===== src/logic/fpcc_pkg.sv =====
// Package of constants and carrier types for the front panel console control
package fpcc_pkg;

   // ==========================================================
   // Widths
   localparam int FPCC_SW_W      = 16;
   localparam int FPCC_BYTE_W    = 8;
   localparam int FPCC_ADDR_W    = 14;

   // ==========================================================
   // Field positions within the panel switch word
   localparam int FPCC_PORT_LSB  = 9;
   localparam int FPCC_PORT_MSB  = 13;
   localparam int FPCC_HIGH_LSB  = 8;

   // ==========================================================
   // Timing
   localparam int FPCC_CLK_HZ       = 20_000_000;
   localparam int FPCC_STEP_NS      = 4000;
   localparam int FPCC_STEP_CYCLES  = (FPCC_STEP_NS * (FPCC_CLK_HZ / 1_000_000)) / 1000;
   localparam int FPCC_DEBOUNCE_NS  = 1000;
   localparam int FPCC_DEBOUNCE_CYC = (FPCC_DEBOUNCE_NS * (FPCC_CLK_HZ / 1_000_000)) / 1000;

   // ==========================================================
   // Reset values and fixed codes
   localparam logic [7:0]  FPCC_RESTART_ZERO = 8'h05;
   localparam logic [7:0]  FPCC_PASS_RST     = 8'h00;
   localparam logic [15:0] FPCC_ADDR_RST     = 16'h0000;

   // ==========================================================
   // Panel switch indices
   localparam int FPCC_NSW       = 11;
   localparam int FPCC_SW_WAIT   = 0;
   localparam int FPCC_SW_STEP   = 1;
   localparam int FPCC_SW_PORT   = 2;
   localparam int FPCC_SW_STORE  = 3;
   localparam int FPCC_SW_INT    = 4;
   localparam int FPCC_SW_RST    = 5;
   localparam int FPCC_SW_SENSE  = 6;
   localparam int FPCC_SW_PASS   = 7;
   localparam int FPCC_SW_LOAD   = 8;
   localparam int FPCC_SW_INC    = 9;
   localparam int FPCC_SW_DEC    = 10;

   // ==========================================================
   // Carrier types
   typedef struct packed {
      logic yield_req;
      logic int_req;
      logic reset_req;
      logic pause_req;
   } fpcc_req_type;

   typedef struct packed {
      logic       port_write;
      logic [7:0] data_out;
   } fpcc_wr_type;

   typedef enum logic [2:0] {
      FPCC_RUN   = 3'b001,
      FPCC_PAUSE = 3'b010,
      FPCC_STEP  = 3'b100
   } fpcc_pause_type;

endpackage


===== src/logic/fpcc_debounce.sv =====
// Debouncer and single press detector for a bank of panel switches
`timescale 1ns/10ps
`default_nettype none
module fpcc_debounce
   import fpcc_pkg::*;
#(
   parameter int N      = FPCC_NSW,
   parameter int CYCLES = FPCC_DEBOUNCE_CYC
) (
   input  wire logic         clk_i,
   input  wire logic         rstn_i,
   input  wire logic [N-1:0] raw_i,
   output logic      [N-1:0] level_o,
   output logic      [N-1:0] press_o
);

   localparam int CW = $clog2(CYCLES + 1);

   initial begin
      if (N < 1 || CYCLES < 1) begin
         $error("fpcc_debounce: bad parameters");
      end
   end

   genvar g;
   generate
      for (g = 0; g < N; g++) begin : g_sw
         logic          stable_reg;
         logic [CW-1:0] cnt_reg;

         // A level must hold for the full count before it is believed
         always_ff @(posedge clk_i or negedge rstn_i) begin
            if (!rstn_i) begin
               stable_reg <= 1'b0;
               cnt_reg    <= '0;
            end else if (raw_i[g] == stable_reg) begin
               cnt_reg <= '0;
            end else if (cnt_reg == CW'(CYCLES - 1)) begin
               stable_reg <= raw_i[g];
               cnt_reg    <= '0;
            end else begin
               cnt_reg <= cnt_reg + CW'(1);
            end
         end

         always_ff @(posedge clk_i or negedge rstn_i) begin
            if (!rstn_i) begin
               level_o[g] <= 1'b0;
               press_o[g] <= 1'b0;
            end else begin
               level_o[g] <= stable_reg;
               press_o[g] <= stable_reg & ~level_o[g];
            end
         end
      end
   endgenerate

endmodule
`default_nettype wire


===== src/logic/fpcc_console.sv =====
// Front panel console control: switch actions to processor requests and bus activity
// Behaviour
// - Port switch raises the yield request.
// - Switches 9..13 drive the address bus in port access.
// - Port read routes data-in to data-out.
// - Port store sends the low switch byte with one write pulse.
// - Interrupt switch sets a request flop held until interrupt cycle.
// - Interrupt flop drives the interrupt request.
// - Pending interrupt gates low switch byte to instruction bus.
// - Interrupt cycle clears the interrupt flop.
// - Restart switch raises the reset request like an interrupt.
// - Restart places a fixed restart-to-zero instruction.
// - Sense switch drives the high switch byte to the input bus.
// - With sense on, processor inputs take switch data.
// - Pass-load switch loads the low byte into the pass counter.
// - Load switch copies switches to the search address.
// - Each address match decrements the pass counter by one while it is nonzero; at zero it holds.
// - Pass counter reaching zero sets search complete.
// - Search complete raises the pause request.
// - Wait switch enters pause mode, raising the pause request.
// - In wait, single-cycle switch drops pause for about 4 us.
// - Address register: sixteen-bit up/down counter loaded from switches.
// - Store request qualified by sync and mode writes once, then clears.
//
// The register offsets and the plain strobed port were left to the implementer.
`timescale 1ns/10ps
`default_nettype none
module fpcc_console
   import fpcc_pkg::*;
#(
   parameter int STEP_CYCLES = FPCC_STEP_CYCLES,
   parameter int DEB_CYCLES  = FPCC_DEBOUNCE_CYC
) (
   input  wire logic                   clk_i,
   input  wire logic                   rstn_i,
   input  wire logic [FPCC_NSW-1:0]    panel_sw_i,
   input  wire logic [FPCC_SW_W-1:0]   data_sw_i,
   input  wire logic                   yield_grant_i,
   input  wire logic                   wait_ack_i,
   input  wire logic                   int_cycle_i,
   input  wire logic                   processor_sync_phase_i,
   input  wire logic                   input_cycle_i,
   input  wire logic [FPCC_ADDR_W-1:0] mem_addr_i,
   input  wire logic [FPCC_BYTE_W-1:0] data_in_i,
   input  wire logic [FPCC_BYTE_W-1:0] src_input_i,
   output logic                        yield_req_o,
   output logic                        int_req_o,
   output logic                        reset_req_o,
   output logic                        pause_req_o,
   output logic [FPCC_ADDR_W-1:0]      mem_addr_o,
   output logic                        mem_addr_oe_o,
   output logic [FPCC_BYTE_W-1:0]      data_out_o,
   output logic                        data_out_oe_o,
   output logic                        port_write_o,
   output logic [FPCC_BYTE_W-1:0]      int_instr_o,
   output logic [FPCC_BYTE_W-1:0]      input_bus_o,
   output logic                        input_override_enable_o,
   output logic [FPCC_SW_W-1:0]        addr_reg_o,
   output logic [FPCC_BYTE_W-1:0]      pass_count_o,
   output logic                        search_complete_o,
   output logic                        port_mode_o,
   output logic                        wait_mode_o
);

   localparam int SCW = $clog2(STEP_CYCLES + 1);

   initial begin
      if (STEP_CYCLES < 1 || DEB_CYCLES < 1) begin
         $error("fpcc_console: cycle counts must be at least one");
      end
   end

   // ==========================================================
   // Switch conditioning
   logic [FPCC_NSW-1:0] sw_level;
   logic [FPCC_NSW-1:0] sw_press;

   fpcc_debounce #(
      .N      (FPCC_NSW),
      .CYCLES (DEB_CYCLES)
   ) u_debounce (
      .clk_i   (clk_i),
      .rstn_i  (rstn_i),
      .raw_i   (panel_sw_i),
      .level_o (sw_level),
      .press_o (sw_press)
   );

   function automatic logic pressed(input logic [FPCC_NSW-1:0] p, input int idx);
      return p[idx];
   endfunction

   logic store_switch;
   logic interrupt_switch_pulse;
   logic restart_switch_pulse;
   assign store_switch           = pressed(sw_press, FPCC_SW_STORE);
   assign interrupt_switch_pulse = pressed(sw_press, FPCC_SW_INT);
   assign restart_switch_pulse   = pressed(sw_press, FPCC_SW_RST);

   // ==========================================================
   // Mode flops: port access toggles, sense toggles
   logic port_mode_reg;
   logic sense_mode_reg;

   always_ff @(posedge clk_i or negedge rstn_i) begin
      if (!rstn_i) begin
         port_mode_reg <= 1'b0;
      end else if (pressed(sw_press, FPCC_SW_PORT)) begin
         port_mode_reg <= ~port_mode_reg;
      end
   end

   always_ff @(posedge clk_i or negedge rstn_i) begin
      if (!rstn_i) begin
         sense_mode_reg <= 1'b0;
      end else if (pressed(sw_press, FPCC_SW_SENSE)) begin
         sense_mode_reg <= ~sense_mode_reg;
      end
   end

   // ==========================================================
   // Interrupt and restart request flops
   logic int_flag_reg;
   logic rst_flag_reg;

   // Set wins over a clearing interrupt cycle
   always_ff @(posedge clk_i or negedge rstn_i) begin
      if (!rstn_i) begin
         int_flag_reg <= 1'b0;
      end else if (interrupt_switch_pulse) begin
         int_flag_reg <= 1'b1;
      end else if (int_cycle_i) begin
         int_flag_reg <= 1'b0;
      end
   end

   always_ff @(posedge clk_i or negedge rstn_i) begin
      if (!rstn_i) begin
         rst_flag_reg <= 1'b0;
      end else if (restart_switch_pulse) begin
         rst_flag_reg <= 1'b1;
      end else if (int_cycle_i) begin
         rst_flag_reg <= 1'b0;
      end
   end

   logic interrupt_vector_gate;
   logic restart_vector_gate;
   assign restart_vector_gate   = rst_flag_reg;
   assign interrupt_vector_gate = int_flag_reg & ~rst_flag_reg;

   // ==========================================================
   // Store flop: one write pulse per press
   logic store_request;
   logic write_strobe;
   assign write_strobe = store_request & processor_sync_phase_i & port_mode_reg & yield_grant_i;

   always_ff @(posedge clk_i or negedge rstn_i) begin
      if (!rstn_i) begin
         store_request <= 1'b0;
      end else if (store_switch) begin
         store_request <= 1'b1;
      end else if (write_strobe) begin
         store_request <= 1'b0;
      end
   end

   // ==========================================================
   // Search address register and pass counter
   logic [FPCC_SW_W-1:0]   addr_reg;
   logic [FPCC_BYTE_W-1:0] pass_reg;
   logic                   search_done_reg;
   logic                   match_prev_reg;
   logic                   address_match;
   logic                   pass_count_strobe;
   logic                   pass_exhausted;

   always_ff @(posedge clk_i or negedge rstn_i) begin
      if (!rstn_i) begin
         addr_reg <= FPCC_ADDR_RST;
      end else if (pressed(sw_press, FPCC_SW_LOAD)) begin
         addr_reg <= data_sw_i;
      end else if (pressed(sw_press, FPCC_SW_INC)) begin
         addr_reg <= addr_reg + 16'h0001;
      end else if (pressed(sw_press, FPCC_SW_DEC)) begin
         addr_reg <= addr_reg - 16'h0001;
      end
   end

   // Only the bus width of the address is compared
   assign address_match = (addr_reg[FPCC_ADDR_W-1:0] == mem_addr_i) & ~yield_grant_i;

   // One decrement per coincidence, not per clock it lasts
   always_ff @(posedge clk_i or negedge rstn_i) begin
      if (!rstn_i) begin
         match_prev_reg <= 1'b0;
      end else begin
         match_prev_reg <= address_match;
      end
   end

   assign pass_count_strobe = address_match & ~match_prev_reg;
   assign pass_exhausted    = (pass_reg == 8'h01) & pass_count_strobe;

   always_ff @(posedge clk_i or negedge rstn_i) begin
      if (!rstn_i) begin
         pass_reg <= FPCC_PASS_RST;
      end else if (pressed(sw_press, FPCC_SW_PASS)) begin
         pass_reg <= data_sw_i[FPCC_BYTE_W-1:0];
      end else if (pass_count_strobe && pass_reg != 8'h00) begin
         pass_reg <= pass_reg - 8'h01;
      end
   end

   // Only a fresh pass load clears it
   always_ff @(posedge clk_i or negedge rstn_i) begin
      if (!rstn_i) begin
         search_done_reg <= 1'b0;
      end else if (pass_exhausted) begin
         search_done_reg <= 1'b1;
      end else if (pressed(sw_press, FPCC_SW_PASS)) begin
         search_done_reg <= 1'b0;
      end
   end

   // ==========================================================
   // Pause control: wait mode and single cycle release
   fpcc_pause_type     pause_state_reg;
   logic [SCW-1:0]     step_cnt_reg;

   always_ff @(posedge clk_i or negedge rstn_i) begin
      if (!rstn_i) begin
         pause_state_reg <= FPCC_RUN;
      end else begin
         unique case (pause_state_reg)
            FPCC_RUN: begin
               if (pressed(sw_press, FPCC_SW_WAIT)) begin
                  pause_state_reg <= FPCC_PAUSE;
               end
            end
            FPCC_PAUSE: begin
               if (pressed(sw_press, FPCC_SW_WAIT)) begin
                  pause_state_reg <= FPCC_RUN;
               end else if (pressed(sw_press, FPCC_SW_STEP) && wait_ack_i) begin
                  pause_state_reg <= FPCC_STEP;
               end
            end
            FPCC_STEP: begin
               if (step_cnt_reg == SCW'(STEP_CYCLES - 1)) begin
                  pause_state_reg <= FPCC_PAUSE;
               end
            end
         endcase
      end
   end

   always_ff @(posedge clk_i or negedge rstn_i) begin
      if (!rstn_i) begin
         step_cnt_reg <= '0;
      end else if (pause_state_reg == FPCC_STEP) begin
         step_cnt_reg <= step_cnt_reg + SCW'(1);
      end else begin
         step_cnt_reg <= '0;
      end
   end

   // ==========================================================
   // Request multiplexer
   fpcc_req_type req_next;
   always_comb begin
      req_next.yield_req = port_mode_reg;
      req_next.int_req   = int_flag_reg;
      req_next.reset_req = rst_flag_reg;
      // Search completion holds pause even through a step release
      req_next.pause_req = (pause_state_reg == FPCC_PAUSE) | search_done_reg;
   end

   always_ff @(posedge clk_i or negedge rstn_i) begin
      if (!rstn_i) begin
         yield_req_o <= 1'b0;
         int_req_o   <= 1'b0;
         reset_req_o <= 1'b0;
         pause_req_o <= 1'b0;
      end else begin
         yield_req_o <= req_next.yield_req;
         int_req_o   <= req_next.int_req;
         reset_req_o <= req_next.reset_req;
         pause_req_o <= req_next.pause_req;
      end
   end

   // ==========================================================
   // Bus drivers; address and data enables wait for the grant so no two parties drive at once
   fpcc_wr_type wr_next;
   always_comb begin
      wr_next.port_write = write_strobe;
      if (store_request) begin
         wr_next.data_out = data_sw_i[FPCC_BYTE_W-1:0];
      end else begin
         wr_next.data_out = data_in_i;
      end
   end

   always_ff @(posedge clk_i or negedge rstn_i) begin
      if (!rstn_i) begin
         mem_addr_o    <= '0;
         mem_addr_oe_o <= 1'b0;
         data_out_o    <= 8'h00;
         data_out_oe_o <= 1'b0;
         port_write_o  <= 1'b0;
      end else begin
         mem_addr_o    <= {{(FPCC_ADDR_W-5){1'b0}}, data_sw_i[FPCC_PORT_MSB:FPCC_PORT_LSB]};
         mem_addr_oe_o <= port_mode_reg & yield_grant_i;
         data_out_o    <= wr_next.data_out;
         data_out_oe_o <= port_mode_reg & yield_grant_i;
         port_write_o  <= wr_next.port_write;
      end
   end

   always_ff @(posedge clk_i or negedge rstn_i) begin
      if (!rstn_i) begin
         int_instr_o <= 8'h00;
      end else if (restart_vector_gate) begin
         int_instr_o <= FPCC_RESTART_ZERO;
      end else if (interrupt_vector_gate) begin
         int_instr_o <= data_sw_i[FPCC_BYTE_W-1:0];
      end else begin
         int_instr_o <= 8'h00;
      end
   end

   always_ff @(posedge clk_i or negedge rstn_i) begin
      if (!rstn_i) begin
         input_bus_o             <= 8'h00;
         input_override_enable_o <= 1'b0;
      end else begin
         input_override_enable_o <= sense_mode_reg & input_cycle_i;
         if (sense_mode_reg) begin
            input_bus_o <= data_sw_i[FPCC_SW_W-1:FPCC_HIGH_LSB];
         end else begin
            input_bus_o <= src_input_i;
         end
      end
   end

   // ==========================================================
   // Status for the lamps
   always_ff @(posedge clk_i or negedge rstn_i) begin
      if (!rstn_i) begin
         addr_reg_o        <= FPCC_ADDR_RST;
         pass_count_o      <= FPCC_PASS_RST;
         search_complete_o <= 1'b0;
         port_mode_o       <= 1'b0;
         wait_mode_o       <= 1'b0;
      end else begin
         addr_reg_o        <= addr_reg;
         pass_count_o      <= pass_reg;
         search_complete_o <= search_done_reg;
         port_mode_o       <= port_mode_reg;
         wait_mode_o       <= (pause_state_reg != FPCC_RUN);
      end
   end

endmodule
`default_nettype wire


===== config.mk =====
export PLATFORM = sky130hd
export DESIGN_NAME = fpcc_console
export DESIGN_NICKNAME = d
export VERILOG_FILES = /design/src/logic/fpcc_pkg.sv /design/src/logic/fpcc_debounce.sv /design/src/logic/fpcc_console.sv
export SDC_FILE = /design/constraint.sdc
export NUM_CORES = 1
export LEC_CHECK = 0
export BUFFER_PORTS_ARGS = -buffer_cell sky130_fd_sc_hd__buf_4
export CAP_MARGIN = 30
export CORE_MARGIN = 5
export CORE_UTILIZATION = 56
export CTS_CLUSTER_DIAMETER = 40
export CTS_CLUSTER_SIZE = 16
export DETAILED_ROUTE_END_ITERATION = 8
export PLACE_DENSITY_LB_ADDON = 0.25
export SYNTH_ARGS = -nofsm -noshare
export SYNTH_HDL_FRONTEND = slang
export SYNTH_SLANG_ARGS = --single-unit

===== constraint.sdc =====
create_clock -name clk_i -period 4.5 [get_ports clk_i]
set_input_delay 0.225 -clock clk_i [delete_from_list [all_inputs] [get_ports clk_i]]
set_output_delay 0.225 -clock clk_i [all_outputs]
set_load 0.005 [all_outputs]

==> reports/qor.csv <==
metric,value,unit
synthDistinctLibCells,52,
required,4.79,ns
dpl.hpwl,11.5,mm
ys_seq_area_share,58.7,%
setup.worst_path.class,flip-flop to flip-flop,
syn-instance-count,704,
highest_layer,met4,
hold_end,input_override_enable_o,
clockBufferDepth,2,
cts_made_buffers,17,
overflow,0,
final.setup.worst_slack,1.68,ns
drive_above_1_share,22.9,%
firstDrtPassIters,4,
synth_edf_count,0,
grt_pass1_wl,25.9,mm
drt-met1-wl,6.68,mm
leakagePower,4.74,nW
hold_path.class,input pin to flip-flop,
cts_tree,built,
rsz0062_at_grt,false,
num_io_pins,137,
first_iter_violations,370,
met3_length,1.03,mm
start_util,56.5,%
rrSetupSlack,1.68,ns
hp-start,input_cycle_i,
final_nets,939,
post_dp_cell_area,9260,sq um
r2r-start,u_debounce.press_o[9],
tightest_slew,0.903,ns
start_kind,flip-flop,
wl_per_cell,15.3,um
die_w,131,um
ant_nets,0,
routed_wl,15.9,mm
numPortBuffers,127,
fin_worst_skew,0.00499,ns
dieArea,17100,sq um
route.vias.total,5390,
first_global_vias,5473,
cp-end-kind,flip-flop,
avgSynthCellArea,11.6,sq um
grt_usage,19.4,%
critPathArrivalTime,3.10,ns
utilization,68.6,%
ir_drop,294,uV
p_per_area,514,nW/um^2
place_congestion,0.820,
crit_path_start,u_debounce.press_o[9],
holdWs,0.0222,ns
drc,0,
slew_violations,0,
rr_worst_depth,9,
hold_violations,0,
stdcell_area,9890,sq um
synthToLayoutAreaGrowth,21.4,%
h-tree-depth,4,
rows,44,
design.core.area,14400,sq um
routed-wl-met2,7.98,mm
n_antenna_cell,0,
clk_latency,0.42,ns
avgViaCountPerCell,5.18,
post-route-period-util,62.6,%
cts_setup_buffers,0,
yosysWarnings,0,
maxCapViolCount,0,
relSlewSlack,39.6,%
tns,0,ns
setup_viol,0,
layout_commonest_cell,dfrtp_1,
async_flop_share,100,%
period_needed,2.82,ns
largest_register_ffs,55,
preCtsSetupSlack,1.73,ns
cts.sinks,191,
grt_max_degree,86,
die_y,131,um
syn-cell-area,8150,sq um
max_freq,355,MHz
ys_seq_elements,191,
root_buffer,clkbuf_16,
status,completed,
clk_pin_slew,0.06,ns
synth-main-ff-cell,dfrtp_1,
final_cell_mix,"190 x dfrtp_1, 128 x buf_4, 74 x nor2_1",
hold_depth,2,
grt_antenna_before_repair,0,
r2r-end,addr_reg[14],
path_max_fanout,16,
-- layout make-up --
type,instances,area (sq um)
inverter,27,101
clock inverter,5,80.1
fill,1087,4530
clock buffer,26,489
tap,184,230
multi-input combinational,473,3170
sequential,191,4780
timing repair buffer,135,1030
-- routing by layer --
layer	vias up	track usage (%)
met1	2622	24.8
li1	2632	-
met5	-	0
met2	117	32.4
met4	0	6.05
met3	19	5.69
-- synth_stat cells (2+ instances only) --
| cell type | count | area [sq um] |
|---|---|---|
| o21ai_0 | 28 | 140 |
| o211ai_1 | 3 | 22.5 |
| nand3_1 | 23 | 115 |
| nand2b_1 | 8 | 50.1 |
| o21a_1 | 3 | 22.5 |
| xnor2_1 | 32 | 280 |
| a21o_1 | 6 | 45.0 |
| nor3_1 | 17 | 85.1 |
| buf_4 | 11 | 82.6 |
| nand2_1 | 55 | 206 |
| or3_1 | 2 | 12.5 |
| nand4_1 | 4 | 25.0 |
| and3_1 | 6 | 37.5 |
| nor4_1 | 2 | 12.5 |
| mux2_2 | 37 | 417 |
| a21oi_1 | 21 | 105 |
| xor2_1 | 44 | 385 |
| a221oi_1 | 2 | 17.5 |
| o21ai_1 | 5 | 25.0 |
| o21bai_1 | 3 | 22.5 |
| a22oi_1 | 5 | 37.5 |
| inv_1 | 27 | 101 |
| nor2b_1 | 19 | 119 |
| o31ai_1 | 2 | 15.0 |
| and2_1 | 9 | 56.3 |
| nor2_1 | 74 | 278 |
| ha_1 | 29 | 363 |
| clkbuf_1 | 9 | 33.8 |
| nor3b_1 | 5 | 37.5 |
| nand4b_1 | 2 | 17.5 |
| dfrtp_1 | 190 | 4750 |
-- cell families (layout without fill, tap and decap cells) --
kind of cell / count (synthesis) / after routing / share of synthesized area [%]
compound gates: 88 / 88 / 6.82
xor+xnor: 76 / 76 / 8.17
fa+ha+maj: 30 / 30 / 4.70
buf+inv: 48 / 193 / 2.72
flops: 191 / 191 / 58.7
mux: 38 / 38 / 5.24
other cells: 1 / 9 / 0.0460
simple gates: 232 / 232 / 13.6
-- metrics by stage --
stage	std cells	total power, mW
2_1_floorplan	712	3.10
3_3_place_gp	1004	3.60
3_5_place_dp	1004	3.66
4_1_cts	1041	5.13
5_1_grt	1041	5.39
6_report	1041	5.09
-- worst max-delay path, cell delays in order (launching register included) --
cell	delay, ns
dfrtp_1	0.42
inv_1	0.43
ha_1	0.29
nor2b_1	0.18
o21bai_1	0.10
a2111oi_0	0.61
o31ai_1	0.18
o21ai_1	0.21
xnor2_1	0.14
o221ai_1	0.11
-- power breakdown --
| part | internal, mW | leakage (nW) | switching [mW] |
|---|---|---|---|
| combinational | 0.714 | 2.01 | 0.640 |
| clock | 0.859 | 0.271 | 0.589 |
| sequential | 2.02 | 2.46 | 0.259 |
-- worst max-delay path by stage --
stage	end	slack [ns]	depth (start not counted)
6_report	addr_reg[14]	1.68	9
5_1_grt	addr_reg[14]	1.39	9
4_1_cts	addr_reg[14]	1.69	9
3_5_place_dp	addr_reg[14]	1.73	9
3_3_place_gp	addr_reg[14]	1.78	9
2_1_floorplan	addr_reg[14]	2.11	9
-- what timing repair did --
action,CTS,global route
gates resized for setup,0,0
hold buffers,6,0
endpoints found under the hold margin,87,0
No activity file was read; power rests on OpenSTA's default activity.
